--- src/core/lcpc_unused_guard.sv ---
`default_nettype none
`default_nettype wire

--- src/core/lcpc_pkg.sv ---
`default_nettype none
package lcpc_pkg;
  // Register byte addresses, one aligned 32-bit word each
  localparam logic [7:0] ADR_CHAN_CTRL = 8'h00;
  localparam logic [7:0] ADR_GP_DIR    = 8'h04;
  localparam logic [7:0] ADR_GP_IN     = 8'h08;
  localparam logic [7:0] ADR_SIG_STAT  = 8'h0C;
  localparam logic [7:0] ADR_SIG_MASK  = 8'h10;
  localparam logic [7:0] ADR_INT_STAT  = 8'h14;
  localparam logic [7:0] ADR_CLK_CFG   = 8'h18;
  localparam logic [7:0] ADR_PCM_CFG   = 8'h1C;
  localparam logic [7:0] ADR_RESET_CMD = 8'h20;

  localparam int GP_W  = 4;
  localparam int SIG_W = 8;

  // Field positions
  localparam int INT_PEND_BIT  = 0;
  localparam int MCLK_EN_BIT   = 0;
  localparam int RESET_GO_BIT  = 0;
  localparam int PCM_PORT_B    = 8;
  localparam int PCM_LINEAR    = 9;
  localparam int PCM_ACTIVE    = 10;
  localparam int PCM_BUSY      = 11;

  // Reset values
  localparam logic [GP_W-1:0]  RST_CHAN_CTRL = 4'h0;
  localparam logic [GP_W-1:0]  RST_GP_DIR    = 4'h0;
  localparam logic [SIG_W-1:0] RST_SIG_MASK  = 8'h00;
  localparam logic             RST_MCLK_EN   = 1'b0;
  localparam logic [7:0]       RST_SLOT      = 8'h00;

  // Timing
  localparam int CLK_MHZ        = 20;
  localparam int RST_GLITCH_NS  = 100;
  localparam int RST_MIN_US     = 50;
  localparam int RST_GLITCH_CYC = (RST_GLITCH_NS * CLK_MHZ + 999) / 1000;
  // A pulse shorter than the glitch time covers at most RST_GLITCH_CYC samples
  localparam logic [2:0] RST_FILT_CYC = 3'(RST_GLITCH_CYC + 1);

  // PCM burst shape
  localparam int         BITCNT_W  = 11;
  localparam logic [3:0] LAST_COMP = 4'h7;
  localparam logic [3:0] LAST_LIN  = 4'hF;
endpackage : lcpc_pkg
`default_nettype wire

--- src/core/lcpc_pcm_if.sv ---
`default_nettype none
interface lcpc_pcm_if;
  logic        active;
  logic        port_b;
  logic        linear;
  logic [7:0]  slot;
  logic [15:0] sample;
  logic        tx_data;
  logic        tx_oe_a;
  logic        tx_oe_b;
  logic        busy;

  modport ctrl (output active, output port_b, output linear, output slot, output sample,
                input tx_data, input tx_oe_a, input tx_oe_b, input busy);
  modport eng  (input active, input port_b, input linear, input slot, input sample,
                output tx_data, output tx_oe_a, output tx_oe_b, output busy);
endinterface : lcpc_pcm_if
`default_nettype wire

--- src/core/lcpc_pcm_tx.sv ---
`default_nettype none
module lcpc_pcm_tx (
  input  wire logic clk_i,        // Core clock
  input  wire logic rst_i,        // Synchronous reset, core or pin reset
  input  wire logic pcm_clk_i,    // PCM bit clock pin
  input  wire logic frame_pulse_i,// Frame start pin
  lcpc_pcm_if.eng   pcm           // Config in, transmit out
);
  typedef struct packed {
    logic                         pclk_d;
    logic [lcpc_pkg::BITCNT_W-1:0] cnt;
    logic                         busy;
    logic                         on_b;
    logic [3:0]                   rem;
    logic [15:0]                  shreg;
    logic [15:0]                  sample;
    logic                         data;
    logic                         oe_a;
    logic                         oe_b;
  } lcpc_tx_state_t;

  lcpc_tx_state_t s_reg;
  lcpc_tx_state_t s_next;
  logic [1:0]     sy;
  logic           pclk_edge;
  logic           fs;

  lcpc_sync #(.W(2), .RST_VAL(2'h0)) u_sync (
    .clk_i (clk_i),
    .rst_i (rst_i),
    .d_i   ({frame_pulse_i, pcm_clk_i}),
    .q_o   (sy)
  );

  assign pclk_edge = sy[0] & ~s_reg.pclk_d;
  assign fs        = sy[1];

  ////////////////////////////////////////////////////////////////////////////////
  always_comb
  begin
    logic [lcpc_pkg::BITCNT_W-1:0] cur;
    logic                          start;
    cur          = s_reg.cnt;
    start        = 1'b0;
    s_next       = s_reg;
    s_next.pclk_d = sy[0];
    if (pclk_edge)
    begin
      // Bit 0 of slot 0 is the edge that sees the frame pulse
      cur        = fs ? '0 : s_reg.cnt + {{(lcpc_pkg::BITCNT_W-1){1'b0}}, 1'b1};
      s_next.cnt = cur;
      if (fs)
      begin
        s_next.sample = pcm.sample;
      end
      if (s_reg.busy)
      begin
        if (s_reg.rem == 4'h0)
        begin
          s_next.busy = 1'b0;
        end
        else
        begin
          s_next.rem   = s_reg.rem - 4'h1;
          s_next.shreg = {s_reg.shreg[14:0], 1'b0};
        end
      end
      start = pcm.active && ({pcm.slot, 3'h0} == cur) && !s_next.busy;
      if (start)
      begin
        s_next.busy = 1'b1;
        s_next.on_b = pcm.port_b;
        // Companded form keeps the top byte; no law table here
        s_next.shreg = pcm.linear ? s_next.sample : {s_next.sample[15:8], 8'h00};
        s_next.rem   = pcm.linear ? lcpc_pkg::LAST_LIN : lcpc_pkg::LAST_COMP;
      end
    end
    if (!pcm.active)
    begin
      s_next.busy = 1'b0;
    end
    s_next.data = s_next.shreg[15];
    s_next.oe_a = s_next.busy & ~s_next.on_b;
    s_next.oe_b = s_next.busy & s_next.on_b;
  end

  always_ff @(posedge clk_i)
  begin
    if (rst_i)
    begin
      s_reg <= '0;
    end
    else
    begin
      s_reg <= s_next;
    end
  end

  assign pcm.tx_data = s_reg.data;
  assign pcm.tx_oe_a = s_reg.oe_a;
  assign pcm.tx_oe_b = s_reg.oe_b;
  assign pcm.busy    = s_reg.busy;
endmodule : lcpc_pcm_tx
`default_nettype wire

--- src/core/lcpc_sync.sv ---
`default_nettype none
module lcpc_sync #(
  parameter int           W       = 1,
  parameter logic [W-1:0] RST_VAL = '0
) (
  input  wire logic         clk_i,  // Core clock
  input  wire logic         rst_i,  // Synchronous reset
  input  wire logic [W-1:0] d_i,    // Asynchronous levels
  output logic      [W-1:0] q_o     // Synchronised levels
);
  typedef struct packed {
    logic [W-1:0] s1;
    logic [W-1:0] s2;
  } lcpc_sync_state_t;

  lcpc_sync_state_t s_reg;
  lcpc_sync_state_t s_next;

  always_comb
  begin
    s_next    = s_reg;
    s_next.s1 = d_i;
    s_next.s2 = s_reg.s1;
  end

  always_ff @(posedge clk_i)
  begin
    if (rst_i)
    begin
      s_reg <= {RST_VAL, RST_VAL};
    end
    else
    begin
      s_reg <= s_next;
    end
  end

  assign q_o = s_reg.s2;
endmodule : lcpc_sync
`default_nettype wire

--- src/core/lcpc_top.sv ---
// Overview of operation
// - Interrupt output goes low when a signaling bit changes.
// - Masked signaling bits never raise the interrupt.
// - Interrupt stays low until software clears it.
// - Each of four control ports is programmable input or output.
// - Output ports drive their bits of the channel control register.
// - After reset processing uses the PCM clock until software selects master clock.
// - PCM data shifts out at the PCM clock rate.
// - Low reset pin restores defaults, like the reset command.
// - Reset pin low pulses under 100 ns are ignored.
// - Slot indicator A or B active exactly while its port transmits.
// - Slot indicators are open drain, never driven high.
// - Voice input sample is sent in the transmit slot, whole (linear) or as its top byte.
// - Bursts of 8 or 16 bits MSB first; port floats otherwise.
`default_nettype none
module lcpc_top (
  input  wire logic        clk_i,                // 20 MHz core clock
  input  wire logic        rst_i,                // Synchronous reset, high
  input  wire logic        wb_cyc_i,             // Wishbone cycle
  input  wire logic        wb_stb_i,             // Wishbone strobe
  input  wire logic        wb_we_i,              // Wishbone write
  input  wire logic [7:0]  wb_adr_i,             // Wishbone byte address
  input  wire logic [3:0]  wb_sel_i,             // Wishbone byte enables
  input  wire logic [31:0] wb_dat_i,             // Wishbone write data
  output logic      [31:0] wb_dat_o,             // Wishbone read data
  output logic             wb_ack_o,             // Wishbone acknowledge
  input  wire logic        rst_pin_n_i,          // Reset pin, low active
  input  wire logic [7:0]  sig_bits_i,           // Line signaling bits
  output logic             int_n_o,              // Interrupt, low active
  input  wire logic [3:0]  gp_ctl_port_i,        // Control port levels
  output logic      [3:0]  gp_ctl_port_o,        // Control port drive value
  output logic      [3:0]  gp_ctl_port_oe_o,     // Control port drive enable
  output logic             proc_clk_mclk_o,      // Processing from master clock
  input  wire logic        pcm_clk_i,            // PCM bit clock pin
  input  wire logic        frame_pulse_i,        // Frame start pin
  input  wire logic [15:0] voice_analog_in_i,    // Digitised voice sample
  output logic             pcm_tx_a_o,           // Transmit port A data
  output logic             pcm_tx_a_oe_o,        // Transmit port A enable
  output logic             pcm_tx_b_o,           // Transmit port B data
  output logic             pcm_tx_b_oe_o,        // Transmit port B enable
  output logic             slot_active_a_n_o,    // Slot A indicator value
  output logic             slot_active_a_n_oe_o, // Slot A indicator enable
  output logic             slot_active_b_n_o,    // Slot B indicator value
  output logic             slot_active_b_n_oe_o  // Slot B indicator enable
);
  typedef struct packed {
    logic        ack;
    logic [31:0] rdat;
    logic [3:0]  chan_ctrl;
    logic [3:0]  gp_dir;
    logic [7:0]  sig_mask;
    logic [7:0]  sig_prev;
    logic        armed;
    logic        pend;
    logic        int_n;
    logic        mclk_en;
    logic [7:0]  slot;
    logic        port_b;
    logic        linear;
    logic        active;
    logic [2:0]  flt_cnt;
    logic        pin_rst;
    logic        soft_rst;
    logic        core_rst;
    logic        ind_lvl;
  } lcpc_top_state_t;

  localparam lcpc_top_state_t ST_RST = '{
    ack: 1'b0, rdat: 32'h0, chan_ctrl: lcpc_pkg::RST_CHAN_CTRL,
    gp_dir: lcpc_pkg::RST_GP_DIR, sig_mask: lcpc_pkg::RST_SIG_MASK,
    sig_prev: 8'h00, armed: 1'b0, pend: 1'b0, int_n: 1'b1,
    mclk_en: lcpc_pkg::RST_MCLK_EN, slot: lcpc_pkg::RST_SLOT, port_b: 1'b0,
    linear: 1'b0, active: 1'b0, flt_cnt: 3'h0, pin_rst: 1'b0,
    soft_rst: 1'b0, core_rst: 1'b0, ind_lvl: 1'b0};

  lcpc_top_state_t s_reg;
  lcpc_top_state_t s_next;
  logic            req;
  logic            wr;
  logic            rst_sy;
  logic [3:0]      gp_sy;
  logic [7:0]      sig_sy;
  logic [7:0]      unm_chg;
  logic            tx_rst;

  lcpc_pcm_if pcm ();

  function automatic logic hit(input logic [7:0] adr, input logic [7:0] off);
    hit = (adr[7:2] == off[7:2]);
  endfunction

  ////////////////////////////////////////////////////////////////////////////////
  // Pin synchronisers; the reset pin idles high
  lcpc_sync #(.W(1), .RST_VAL(1'b1)) u_rst_sync (
    .clk_i (clk_i),
    .rst_i (rst_i),
    .d_i   (rst_pin_n_i),
    .q_o   (rst_sy)
  );

  lcpc_sync #(.W(12), .RST_VAL(12'h000)) u_in_sync (
    .clk_i (clk_i),
    .rst_i (rst_i),
    .d_i   ({sig_bits_i, gp_ctl_port_i}),
    .q_o   ({sig_sy, gp_sy})
  );

  ////////////////////////////////////////////////////////////////////////////////
  assign req     = wb_cyc_i & wb_stb_i & ~s_reg.ack;
  assign wr      = req & wb_we_i;
  // Arming skips the first compare, where the previous value is only a reset constant
  assign unm_chg = (sig_sy ^ s_reg.sig_prev) & ~s_reg.sig_mask & {8{s_reg.armed}};
  assign tx_rst  = rst_i | s_reg.core_rst;

  always_comb
  begin
    s_next       = s_reg;
    s_next.ack   = req;
    s_next.rdat  = 32'h0;
    s_next.armed = 1'b1;
    s_next.soft_rst = 1'b0;
    s_next.sig_prev = sig_sy;

    if (req && !wb_we_i)
    begin
      if (hit(wb_adr_i, lcpc_pkg::ADR_CHAN_CTRL))
        s_next.rdat = {28'h0, s_reg.chan_ctrl};
      else if (hit(wb_adr_i, lcpc_pkg::ADR_GP_DIR))
        s_next.rdat = {28'h0, s_reg.gp_dir};
      else if (hit(wb_adr_i, lcpc_pkg::ADR_GP_IN))
        s_next.rdat = {28'h0, gp_sy};
      else if (hit(wb_adr_i, lcpc_pkg::ADR_SIG_STAT))
        s_next.rdat = {24'h0, sig_sy};
      else if (hit(wb_adr_i, lcpc_pkg::ADR_SIG_MASK))
        s_next.rdat = {24'h0, s_reg.sig_mask};
      else if (hit(wb_adr_i, lcpc_pkg::ADR_INT_STAT))
        s_next.rdat[lcpc_pkg::INT_PEND_BIT] = s_reg.pend;
      else if (hit(wb_adr_i, lcpc_pkg::ADR_CLK_CFG))
        s_next.rdat[lcpc_pkg::MCLK_EN_BIT] = s_reg.mclk_en;
      else if (hit(wb_adr_i, lcpc_pkg::ADR_PCM_CFG))
      begin
        s_next.rdat[7:0]                  = s_reg.slot;
        s_next.rdat[lcpc_pkg::PCM_PORT_B] = s_reg.port_b;
        s_next.rdat[lcpc_pkg::PCM_LINEAR] = s_reg.linear;
        s_next.rdat[lcpc_pkg::PCM_ACTIVE] = s_reg.active;
        s_next.rdat[lcpc_pkg::PCM_BUSY]   = pcm.busy;
      end
    end

    if (wr && wb_sel_i[0])
    begin
      if (hit(wb_adr_i, lcpc_pkg::ADR_CHAN_CTRL))
        s_next.chan_ctrl = wb_dat_i[3:0];
      if (hit(wb_adr_i, lcpc_pkg::ADR_GP_DIR))
        s_next.gp_dir = wb_dat_i[3:0];
      if (hit(wb_adr_i, lcpc_pkg::ADR_SIG_MASK))
        s_next.sig_mask = wb_dat_i[7:0];
      if (hit(wb_adr_i, lcpc_pkg::ADR_INT_STAT) && wb_dat_i[lcpc_pkg::INT_PEND_BIT])
        s_next.pend = 1'b0;
      if (hit(wb_adr_i, lcpc_pkg::ADR_CLK_CFG))
        s_next.mclk_en = wb_dat_i[lcpc_pkg::MCLK_EN_BIT];
      if (hit(wb_adr_i, lcpc_pkg::ADR_PCM_CFG))
        s_next.slot = wb_dat_i[7:0];
      if (hit(wb_adr_i, lcpc_pkg::ADR_RESET_CMD))
        s_next.soft_rst = wb_dat_i[lcpc_pkg::RESET_GO_BIT];
    end
    if (wr && wb_sel_i[1] && hit(wb_adr_i, lcpc_pkg::ADR_PCM_CFG))
    begin
      s_next.port_b = wb_dat_i[lcpc_pkg::PCM_PORT_B];
      s_next.linear = wb_dat_i[lcpc_pkg::PCM_LINEAR];
      s_next.active = wb_dat_i[lcpc_pkg::PCM_ACTIVE];
    end

    // A change in the clearing cycle wins over the clear
    if (|unm_chg)
    begin
      s_next.pend = 1'b1;
    end

    // Glitch filter on the synchronised pin
    if (rst_sy)
      s_next.flt_cnt = 3'h0;
    else if (s_reg.flt_cnt != lcpc_pkg::RST_FILT_CYC)
      s_next.flt_cnt = s_reg.flt_cnt + 3'h1;
    s_next.pin_rst  = !rst_sy && (s_next.flt_cnt == lcpc_pkg::RST_FILT_CYC);
    s_next.core_rst = s_next.pin_rst | s_next.soft_rst;

    // Bus handshake is kept alive so a command reset still completes its cycle
    if (s_reg.core_rst)
    begin
      s_next.chan_ctrl = lcpc_pkg::RST_CHAN_CTRL;
      s_next.gp_dir    = lcpc_pkg::RST_GP_DIR;
      s_next.sig_mask  = lcpc_pkg::RST_SIG_MASK;
      s_next.armed     = 1'b0;
      s_next.pend      = 1'b0;
      s_next.mclk_en   = lcpc_pkg::RST_MCLK_EN;
      s_next.slot      = lcpc_pkg::RST_SLOT;
      s_next.port_b    = 1'b0;
      s_next.linear    = 1'b0;
      s_next.active    = 1'b0;
    end
    s_next.int_n   = ~s_next.pend;
    s_next.ind_lvl = 1'b0;
  end

  always_ff @(posedge clk_i)
  begin
    if (rst_i)
    begin
      s_reg <= ST_RST;
    end
    else
    begin
      s_reg <= s_next;
    end
  end

  ////////////////////////////////////////////////////////////////////////////////
  assign pcm.active = s_reg.active;
  assign pcm.port_b = s_reg.port_b;
  assign pcm.linear = s_reg.linear;
  assign pcm.slot   = s_reg.slot;
  assign pcm.sample = voice_analog_in_i;

  lcpc_pcm_tx u_tx (
    .clk_i         (clk_i),
    .rst_i         (tx_rst),
    .pcm_clk_i     (pcm_clk_i),
    .frame_pulse_i (frame_pulse_i),
    .pcm           (pcm.eng)
  );

  assign wb_dat_o             = s_reg.rdat;
  assign wb_ack_o             = s_reg.ack;
  assign int_n_o              = s_reg.int_n;
  assign gp_ctl_port_o        = s_reg.chan_ctrl;
  assign gp_ctl_port_oe_o     = s_reg.gp_dir;
  assign proc_clk_mclk_o      = s_reg.mclk_en;
  assign pcm_tx_a_o           = pcm.tx_data;
  assign pcm_tx_a_oe_o        = pcm.tx_oe_a;
  assign pcm_tx_b_o           = pcm.tx_data;
  assign pcm_tx_b_oe_o        = pcm.tx_oe_b;
  // Same flop as the data enable, so indicator and burst cannot skew
  assign slot_active_a_n_o    = s_reg.ind_lvl;
  assign slot_active_a_n_oe_o = pcm.tx_oe_a;
  assign slot_active_b_n_o    = s_reg.ind_lvl;
  assign slot_active_b_n_oe_o = pcm.tx_oe_b;
endmodule : lcpc_top
`default_nettype wire

--- config.mk ---
export PLATFORM = sky130hd
export DESIGN_NAME = lcpc_top
export DESIGN_NICKNAME = d
export VERILOG_FILES = /design/src/core/lcpc_unused_guard.sv /design/src/core/lcpc_pkg.sv /design/src/core/lcpc_pcm_if.sv /design/src/core/lcpc_pcm_tx.sv /design/src/core/lcpc_sync.sv /design/src/core/lcpc_top.sv
export SDC_FILE = /design/constraint.sdc
export NUM_CORES = 1
export LEC_CHECK = 0
export BUFFER_PORTS_ARGS = -buffer_cell sky130_fd_sc_hd__buf_4
export CAP_MARGIN = 40
export CORE_ASPECT_RATIO = 1.2
export CORE_MARGIN = 3
export CORE_UTILIZATION = 50
export DETAILED_ROUTE_END_ITERATION = 10
export PLACE_DENSITY = 0.74
export SLEW_MARGIN = 20
export SYNTH_ARGS = -nofsm -noshare
export SYNTH_HDL_FRONTEND = slang
export SYNTH_SLANG_ARGS = --single-unit
--- constraint.sdc ---
create_clock -name clk_i -period 3.17 [get_ports clk_i]
set_input_delay 0.317 -clock clk_i [delete_from_list [all_inputs] [get_ports clk_i]]
set_output_delay 0.317 -clock clk_i [all_outputs]
set_load 0.01 [all_outputs]
==> results of run 1 <==
[layout make-up]
type	instances	area, um^2
multi-input cells	470	2959
flip-flops and latches	138	2764
clock buffers	17	425.4
clock inverters	15	224.0
well taps	157	196.4
fillers	978	4463
inverters	6	22.52
repair buffers	97	728.2
[worst max-delay path by stage]
stage / slack [ps] / end / cells past startpoint
finish: 160 / u_tx.s_reg[24] / 9
global route: 10 / u_tx.s_reg[24] / 9
CTS: 80 / u_tx.s_reg[24] / 9
detailed placement: 170 / u_tx.s_reg[22] / 8
global placement: 250 / u_tx.s_reg[25] / 9
floorplan: 520 / u_tx.s_reg[24] / 11
[critical path, cell delays in order, from the launching register on]
cell,delay [ps]
dfxtp_1,430
nand3_1,210
buf_4,220
or4_1,500
a21oi_1,220
xnor2_1,160
nand4_2,270
or3_4,500
or2_0,250
a21oi_1,160
[layout by cell type (no fill, tap or decap), types with 9 or more instances in the layout]
master,instances
nor2b_1,42
nand3_1,9
xnor2_1,12
nor2_1,60
dfxtp_1,137
a22oi_1,14
o21ai_0,27
nor3_1,11
nand2_1,59
mux2i_1,43
buf_4,97
conb_1,22
and2_1,9
mux2_2,11
a21oi_1,42
clkbuf_16,17
[per-stage QoR]
step	utilization	hold WS, ps	instances	worst slack [ps]
6_report	0.6212	86.73	900	159.0
5_1_grt	0.6212	76.71	900	9.908
4_1_cts	0.6203	70.96	900	82.18
3_5_place_dp	0.5651	397.2	868	167.8
3_3_place_gp	0.5651	393.8	868	253.8
2_1_floorplan	-	389.5	696	520.9
[timing repair]
action,CTS,global route
setup endpoints to repair,0,10
setup buffers,0,0
gates resized for setup,0,3
[metal layers]
metal | GRT usage | up-vias | routed length [um]
li1 | - | 2389 | -
met1 | 0.2242 | 2256 | 5609
met2 | 0.3558 | 151 | 6919
met3 | 0.05255 | 27 | 661
met4 | 0.09556 | 0 | 369
met5 | 0 | - | 0
[kinds of logic (layout without fill, tap and decap cells)]
kind of cell,count (synthesis),in the layout,share of synthesized area
flops,138,138,0.4494
other cells,1,22,0.0006100
xor+xnor,19,19,0.02707
fa+ha+maj,3,3,0.006107
mux,55,55,0.09383
compound gates,123,123,0.1270
simple gates,248,248,0.2113
buf+inv,88,135,0.08467
[power breakdown]
part / internal (W) / switching (W) / total, W
sequential: 0.00176 / 0.0000158 / 0.00178
clock: 0.00140 / 0.000753 / 0.00215
combinational: 0.0000905 / 0.000103 / 0.000194
==> out/qor.csv, run 1 <==
stage,metric,value,unit
cts,clk_path_buf_depth,2,
cts,numCtsBuffers,17,
critical_path,setup.worst_path.class,reg -> reg,
die,coreArea,0.01178,mm^2
global_route,grt_usage,0.2016,
layout,syn2layout_area_growth,19.07,%
placed_design,placed_area,0.006659,mm^2
layout,largest_register_ff_count,48,
synth,synth_area,0.006147,mm^2
global_route,grt_pass1_wl,22.09,mm
timing,post-route-period-util,0.9498,
global_route,antenna_found_initial,0,
placed_design,port_buffers,83,
synth,ys_warn_count,0,
die,num_rows,43,
global_route,overflow,0,
timing,fmaxAchievable,332.1,MHz
route,drc,0,
synth,synth_top_cell_by_area,dfxtp_1,
synth,syn_avg_cell_area,9.107,um^2
die,die_area,0.01367,mm^2
cts,clk_pin_slew_worst_paths,60,ps
synth,ys_types,52,
power_and_ir_drop,power_density,563.0,mW/mm^2
critical_path,cp-start-kind,flop,
synth,ys_ff_latch,138,
synth,ys.flop_type,dfxtp_1,
timing,maxSlewViolCount,0,
critical_path,startpoint,u_tx.s_reg[44],
outcome,status,"finished, final reports clean",
critical_path,cp_data_arrival_time,3350,ps
timing,worstMarginPinSlew,678.1,ps
synth,synth_most_common_cell,dfxtp_1,
worst_hold_path,holdPathEnd,u_rst_sync.s_next[0],
cts,cts_root_buf,clkbuf_16,
die,ioPinCount,131,
route,via_count,4823,
timing,maxSlewHeadroom,0.5445,
critical_path,r2r_end,u_tx.s_reg[24],
route,dr.pass1.iters,5,
cts,clock_latency,410,ps
power_and_ir_drop,ir_drop,0.3617,mV
layout,num_antenna_cells,0,
route,first_iter_violations,294,
synth,async_flop_share,0,
critical_path,critPathCaptureType,flop,
worst_hold_path,hold_class,in -> reg,
layout,stdcell_area,0.007320,mm^2
cts,cts_tree,built,
power_and_ir_drop,p_leak,2.998,nW
critical_path,crit_fanout,8,
cts,hold_buffers,0,
global_route,first_global_vias,4773,
synth,synthTopCellsByCount,"138 x dfxtp_1, 60 x nor2_1, 59 x nand2_1",
critical_path,reg2reg_depth,9,
run,maxCapViolCount,0,
critical_path,r2r_setup_slack,160,ps
route,via_per_inst,5.359,
global_route,grt_max_degree,42,
die,die_w,107.2,um
timing,finalHoldViolations,0,
die,die_h,127.5,um
timing,skew,4.656,ps
timing,finalCriticalPeriod,3011,ps
synth,synth_cells,675,
die,start_util,0.5217,
route,wl_per_cell,15.07,um
critical_path,r2r-start,u_tx.s_reg[44],
layout,fin_nets,813,
cts,clock-sinks,138,
placed_design,hpwlAfterDp,9.519,mm
worst_hold_path,hold_depth,2,
placed_design,gp_congestion,0.8289,
synth,synth_edf_count,0,
synth,synth_top_area_frac,0.4494,
layout,layout-drive-gt1-share,0.2073,
synth,ys_seq_area_frac,0.4494,
timing,rsz0062_at_grt,no,
timing,tns,0,ps
route,wl,13.56,mm
worst_hold_path,hold_start,rst_pin_n_i,
route,ant_nets,0,
timing,setup_viol,0,
synth,ys_top_cells_by_area,"dfxtp_1 45%, mux2i_1 7.0%, buf_4 5.7%",
critical_path,crit_required,3500,ps
power_and_ir_drop,finalPower,0.004121,W
cts,cts-htree-levels,4,
Note: power is estimated with default switching activity, not from simulation.
==> inputs of run 2 (changes only) <==
==> constraint.sdc (replaced) <==
create_clock -name clk_i -period 2.95 [get_ports clk_i]
set_input_delay 0.295 -clock clk_i [delete_from_list [all_inputs] [get_ports clk_i]]
set_output_delay 0.295 -clock clk_i [all_outputs]
set_load 0.1 [all_outputs]
==> out/qor.csv, run 2 (synthesis gave the netlist of run 1 again) <==
stage,metric,value,unit,change
die,die_h,127.5,um,unchanged
power_and_ir_drop,p_leak,3.007,nW,was 2.998 nW
critical_path,crit_required,3250,ps,was 3500 ps
route,via_count,4907,,was 4823
layout,fin_util,0.6231,,was 0.6212
timing,setup_ws,156.8,ps,was 159.0 ps
timing,worstMarginPinSlew,710.3,ps,was 678.1 ps
worst_hold_path,holdPathEnd,u_rst_sync.s_next[0],,unchanged
global_route,antenna_found_initial,0,,unchanged
critical_path,r2r_end,u_tx.s_reg[26],,was u_tx.s_reg[24]
route,ant_nets,0,,unchanged
critical_path,setup.worst_path.class,reg -> reg,,unchanged
critical_path,crit_fanout,8,,unchanged
layout,stdcell_area,0.007342,mm^2,was 0.007320 mm^2
layout,largest_register_ff_count,48,,unchanged
global_route,grt_usage,0.2057,,was 0.2016
placed_design,pre_cts_slack,24.87,ps,was 167.8 ps
layout,syn2layout_area_growth,19.44,%,was 19.07%
cts,cts_tree,built,,unchanged
timing,setup_viol,0,,unchanged
global_route,grt_pass1_wl,22.45,mm,was 22.09 mm
die,die_w,107.2,um,unchanged
cts,clock-sinks,138,,unchanged
die,coreArea,0.01178,mm^2,unchanged
layout,layout-drive-gt1-share,0.2225,,was 0.2073
outcome,status,"finished, final reports clean",,unchanged
global_route,overflow,0,,unchanged
placed_design,placed_area,0.006681,mm^2,was 0.006659 mm^2
route,via_per_inst,5.434,,was 5.359
timing,finalCriticalPeriod,2793,ps,was 3011 ps
critical_path,cp_data_arrival_time,3090,ps,was 3350 ps
critical_path,cp-start-kind,flop,,unchanged
power_and_ir_drop,ir_drop,0.4254,mV,was 0.3617 mV
timing,fmaxAchievable,358.0,MHz,was 332.1 MHz
placed_design,gp_congestion,0.8372,,was 0.8289
cts,clock_latency,420,ps,was 410 ps
cts,cts-htree-levels,4,,unchanged
route,first_iter_violations,255,,was 294
worst_hold_path,hold_start,rst_pin_n_i,,unchanged
layout,final_cell_mix,"135 x dfxtp_1, 99 x buf_4, 60 x nor2_1, 59 x nand2_1",,"was 137 x dfxtp_1, 97 x buf_4, 60 x nor2_1, 59 x nand2_1, 43 x mux2i_1"
timing,skew,9.687,ps,was 4.656 ps
cts,clk_path_buf_depth,2,,unchanged
timing,rsz0062_at_grt,no,,unchanged
power_and_ir_drop,power_density,596.2,mW/mm^2,was 563.0 mW/mm^2
route,drc,0,,unchanged
placed_design,port_buffers,83,,unchanged
global_route,grt_max_degree,42,,unchanged
cts,postCtsSetupBuffers,0,,unchanged
critical_path,reg2reg_depth,9,,unchanged
route,dr.pass1.iters,8,,was 5
layout,fin_nets,816,,was 813
die,num_rows,43,,unchanged
route,wl,13.79,mm,was 13.56 mm
timing,finalHoldViolations,0,,unchanged
worst_hold_path,hold_class,in -> reg,,unchanged
route,wl_per_cell,15.27,um,was 15.07 um
timing,whs,67.15,ps,was 86.73 ps
cts,clk_pin_slew_worst_paths,60,ps,about the same
layout,final_common_cell,dfxtp_1,,unchanged
die,ioPinCount,131,,unchanged
die,die_area,0.01367,mm^2,unchanged
cts,cts_root_buf,clkbuf_16,,unchanged
layout,num_antenna_cells,0,,unchanged
layout,finalNonFillerCells,903,,was 900
placed_design,hpwlAfterDp,9.454,mm,was 9.519 mm
critical_path,r2r-start,u_tx.s_reg[47],,was u_tx.s_reg[44]
die,start_util,0.5217,,unchanged
critical_path,startpoint,u_tx.s_reg[47],,was u_tx.s_reg[44]
worst_hold_path,hold_depth,2,,unchanged
cts,hold_buffers,0,,unchanged
timing,maxSlewViolCount,0,,unchanged
timing,post-route-period-util,0.9468,,was 0.9498
placed_design,place_inst,871,,was 868
timing,maxSlewHeadroom,0.5247,,was 0.5445
critical_path,critPathCaptureType,flop,,unchanged
critical_path,r2r_setup_slack,160,ps,about the same
global_route,first_global_vias,4903,,was 4773
run,maxCapViolCount,0,,unchanged
cts,numCtsBuffers,17,,unchanged
-- run 2: worst max-delay path by stage --
stage / cells after the start / endpoint / slack, ps
2_1_floorplan: 11 / u_tx.s_reg[24] / 300
3_3_place_gp: 8 / u_tx.s_reg[25] / 130
3_5_place_dp: 10 / u_tx.s_reg[31] / 20
4_1_cts: 8 / u_tx.s_reg[25] / -10
5_1_grt: 9 / u_tx.s_reg[27] / 40
6_report: 9 / u_tx.s_reg[26] / 160
-- run 2: cell type report --
cell class | instances | area (um^2)
inverter | 6 | 22.52
tap | 157 | 196.4
multi-input combinational | 470 | 3004
clock inverter | 14 | 158.9
timing repair buffer | 100 | 754.5
clock buffer | 18 | 439.2
sequential | 138 | 2766
fill | 970 | 4441
-- run 2: where the power goes --
group          total [W]  leakage [nW]  switching, W  internal, W
logic           0.000335          1.60      0.000237    0.0000981
registers        0.00191          1.12     0.0000152      0.00189
clock network    0.00213         0.289      0.000848      0.00129
-- run 2: layer usage --
layer	routed length [um]	vias to the layer above	global-route usage
li1	-	2395	-
met1	5652	2311	0.2287
met2	7028	170	0.3569
met3	755	31	0.05609
met4	350	0	0.1068
met5	0	-	0
-- run 2: what timing repair did --
action                                  CTS  global route
hold endpoints to repair                  0             0
gates cloned                              0             0
pin swaps                                 0             1
endpoints found under the setup margin    1            18
gates resized for setup                   0            15
-- run 2: worst max-delay path, cell delays in order (launching register included) --
cell      delay [ps]
dfxtp_1          500
nand4_1          220
nor3_2           220
mux2_2           390
nor4_4           320
nand4_4          180
nor4_4           420
buf_4            220
o21bai_1         120
a21oi_1           80
-- run 2: metrics by stage --
step           setup TNS, ps  total power [W]
3_3_place_gp               0         0.002275
4_1_cts               -13.56         0.004405
5_1_grt                    0         0.004512
3_5_place_dp               0         0.002282
6_report                   0         0.004378
2_1_floorplan              0         0.002207
==> inputs of run 3 (changes only) <==
HOLD_SLACK_MARGIN = 0.12   (was unset)
==> out/qor.csv, run 3 (synthesis gave the netlist of run 1 again) <==
stage,metric,value,unit,change
timing,setup_viol,0,,unchanged
die,num_rows,43,,unchanged
outcome,status,"finished, final reports clean",,unchanged
critical_path,critPathCaptureType,flop,,unchanged
timing,rsz0062_at_grt,no,,unchanged
placed_design,place_inst,871,,unchanged
global_route,antenna_found_initial,0,,unchanged
global_route,grt_pass1_wl,22.91,mm,was 22.45 mm
global_route,grt_max_degree,42,,unchanged
global_route,overflow,0,,unchanged
layout,stdcell_area,0.007565,mm^2,was 0.007342 mm^2
route,wl,14.06,mm,was 13.79 mm
die,die_h,127.5,um,unchanged
die,start_util,0.5217,,unchanged
timing,finalHoldViolations,0,,unchanged
cts,clk_pin_slew_worst_paths,60,ps,about the same
route,first_iter_violations,260,,was 255
cts,clk_path_buf_depth,2,,unchanged
critical_path,setup.worst_path.class,reg -> reg,,unchanged
cts,clock_latency,420,ps,about the same
route,via_per_inst,5.360,,was 5.434
critical_path,crit_fanout,8,,unchanged
global_route,grt_usage,0.2101,,was 0.2057
critical_path,crit_required,3250,ps,about the same
run,maxCapViolCount,0,,unchanged
route,dr.pass1.iters,5,,was 8
timing,skew,11.26,ps,was 9.687 ps
timing,whs,128.4,ps,was 67.15 ps
layout,final_common_cell,dfxtp_1,,unchanged
critical_path,crit_top_cell,nor4_4,,unchanged
timing,maxSlewHeadroom,0.5550,,was 0.5247
critical_path,cp_data_arrival_time,3100,ps,was 3090 ps
global_route,first_global_vias,4989,,was 4903
die,die_area,0.01367,mm^2,unchanged
critical_path,cp_cell_sequence,"nand3_2, nor3_2, mux2_2, nor4_4, nand4_4, nor4_4, buf_4, o21bai_1, a21oi_1",,"was nand4_1, nor3_2, mux2_2, nor4_4, nand4_4, nor4_4, buf_4, o21bai_1, a21oi_1"
timing,maxSlewViolCount,0,,unchanged
critical_path,cpPeakStageDelay,430,ps,was 500 ps
cts,numCtsBuffers,17,,unchanged
placed_design,gp_congestion,0.8372,,unchanged
layout,fin_nets,838,,was 816
power_and_ir_drop,p_leak,3.099,nW,was 3.007 nW
die,die_w,107.2,um,unchanged
timing,worstMarginPinSlew,665.1,ps,was 710.3 ps
route,wl_per_cell,15.20,um,was 15.27 um
layout,largest_register_ff_count,48,,unchanged
cts,cts-htree-levels,4,,unchanged
power_and_ir_drop,power_density,581.9,mW/mm^2,was 596.2 mW/mm^2
route,drc,0,,unchanged
placed_design,placed_area,0.006681,mm^2,unchanged
timing,post-route-period-util,0.9494,,was 0.9468
cts,cts_tree,built,,unchanged
layout,num_antenna_cells,0,,unchanged
timing,finalCriticalPeriod,2801,ps,was 2793 ps
power_and_ir_drop,ir_drop,0.4266,mV,was 0.4254 mV
placed_design,hpwlAfterDp,9.454,mm,unchanged
route,ant_nets,0,,unchanged
critical_path,crit_family,simple AND/OR/NAND/NOR gates,,unchanged
timing,fmaxAchievable,357.0,MHz,was 358.0 MHz
worst_hold_path,hold_class,in -> reg,,unchanged
die,ioPinCount,131,,unchanged
critical_path,cp_num_buf_inv,1,,unchanged
cts,postCtsSetupBuffers,0,,unchanged
layout,final_cell_mix,"135 x dfxtp_1, 99 x buf_4, 59 x nor2_1, 59 x nand2_1",,"was 135 x dfxtp_1, 99 x buf_4, 60 x nor2_1, 59 x nand2_1"
critical_path,cp-start-kind,flop,,unchanged
layout,layout-drive-gt1-share,0.2174,,was 0.2225
die,coreArea,0.01178,mm^2,unchanged
placed_design,port_buffers,83,,unchanged
route,via_count,4958,,was 4907
critical_path,worst_path_max_delay_cell,nor4_4,,was dfxtp_1
layout,finalNonFillerCells,925,,was 903
cts,cts_root_buf,clkbuf_16,,unchanged
layout,syn2layout_area_growth,23.06,%,was 19.44%
cts,clock-sinks,138,,unchanged
run 3: cell types whose count changed in the layout (fill, tap and decap cells not counted), sizes merged:
cell,change
dlygate4sd3,+22
run 3: stage by stage:
stage | total power [W] | setup WS, ps | util | setup TNS (ps)
6_report | 0.004402 | 149.2 | 0.6420 | 0
4_1_cts | 0.004428 | -13.56 | 0.6365 | -13.56
3_3_place_gp | 0.002275 | 128.3 | 0.5671 | 0
3_5_place_dp | 0.002282 | 24.87 | 0.5671 | 0
5_1_grt | 0.004537 | 38.34 | 0.6420 | 0
2_1_floorplan | 0.002207 | 300.9 | - | 0
run 3: worst min-delay path: stages:
cell     delay, ps
buf_4           80
mux2i_1         50
nor2_1          80
run 3: layer usage:
layer | routed length, um | vias to the layer above | GRT usage
met2 | 7246 | 166 | 0.3683
li1 | - | 2439 | -
met5 | 0 | - | 0
met1 | 5791 | 2328 | 0.2322
met4 | 340 | 0 | 0.1106
met3 | 686 | 25 | 0.05306
run 3: what timing repair did:
action	in CTS	in global routing
hold buffers	22	0
setup endpoints to repair	1	18
cloned	0	0
hold endpoints to repair	22	0
pin swaps	0	1
resized for setup	0	16
run 3: cell type report:
class                           instances  area, um^2
Clock buffer                           18       439.2
Clock inverter                         14       158.9
Fill cell                             929        4218
Inverter                                6       22.52
Multi-Input combinational cell        470        3007
Sequential cell                       138        2766
Tap cell                              157       196.4
Timing Repair Buffer                  122       974.7
run 3: final timing paths:
kind                    endpoint  depth (start not counted)                 start  slack, ps
setup / recovery  u_tx.s_reg[26]                          9        u_tx.s_reg[45]        150
hold / removal        pcm.linear                          3           wb_dat_i[9]        130
setup reg to reg  u_tx.s_reg[26]                          9        u_tx.s_reg[45]        150
hold reg to reg   u_rst_sync.q_o                          1  u_rst_sync.s_next[0]        410
run 3: power by group:
part           leakage [nW]  total, W  switching [W]  internal, W
registers              1.12   0.00191      0.0000153      0.00189
logic                  1.69  0.000360       0.000243     0.000117
clock network         0.289   0.00213       0.000847      0.00129
total                  3.10   0.00440        0.00111      0.00330
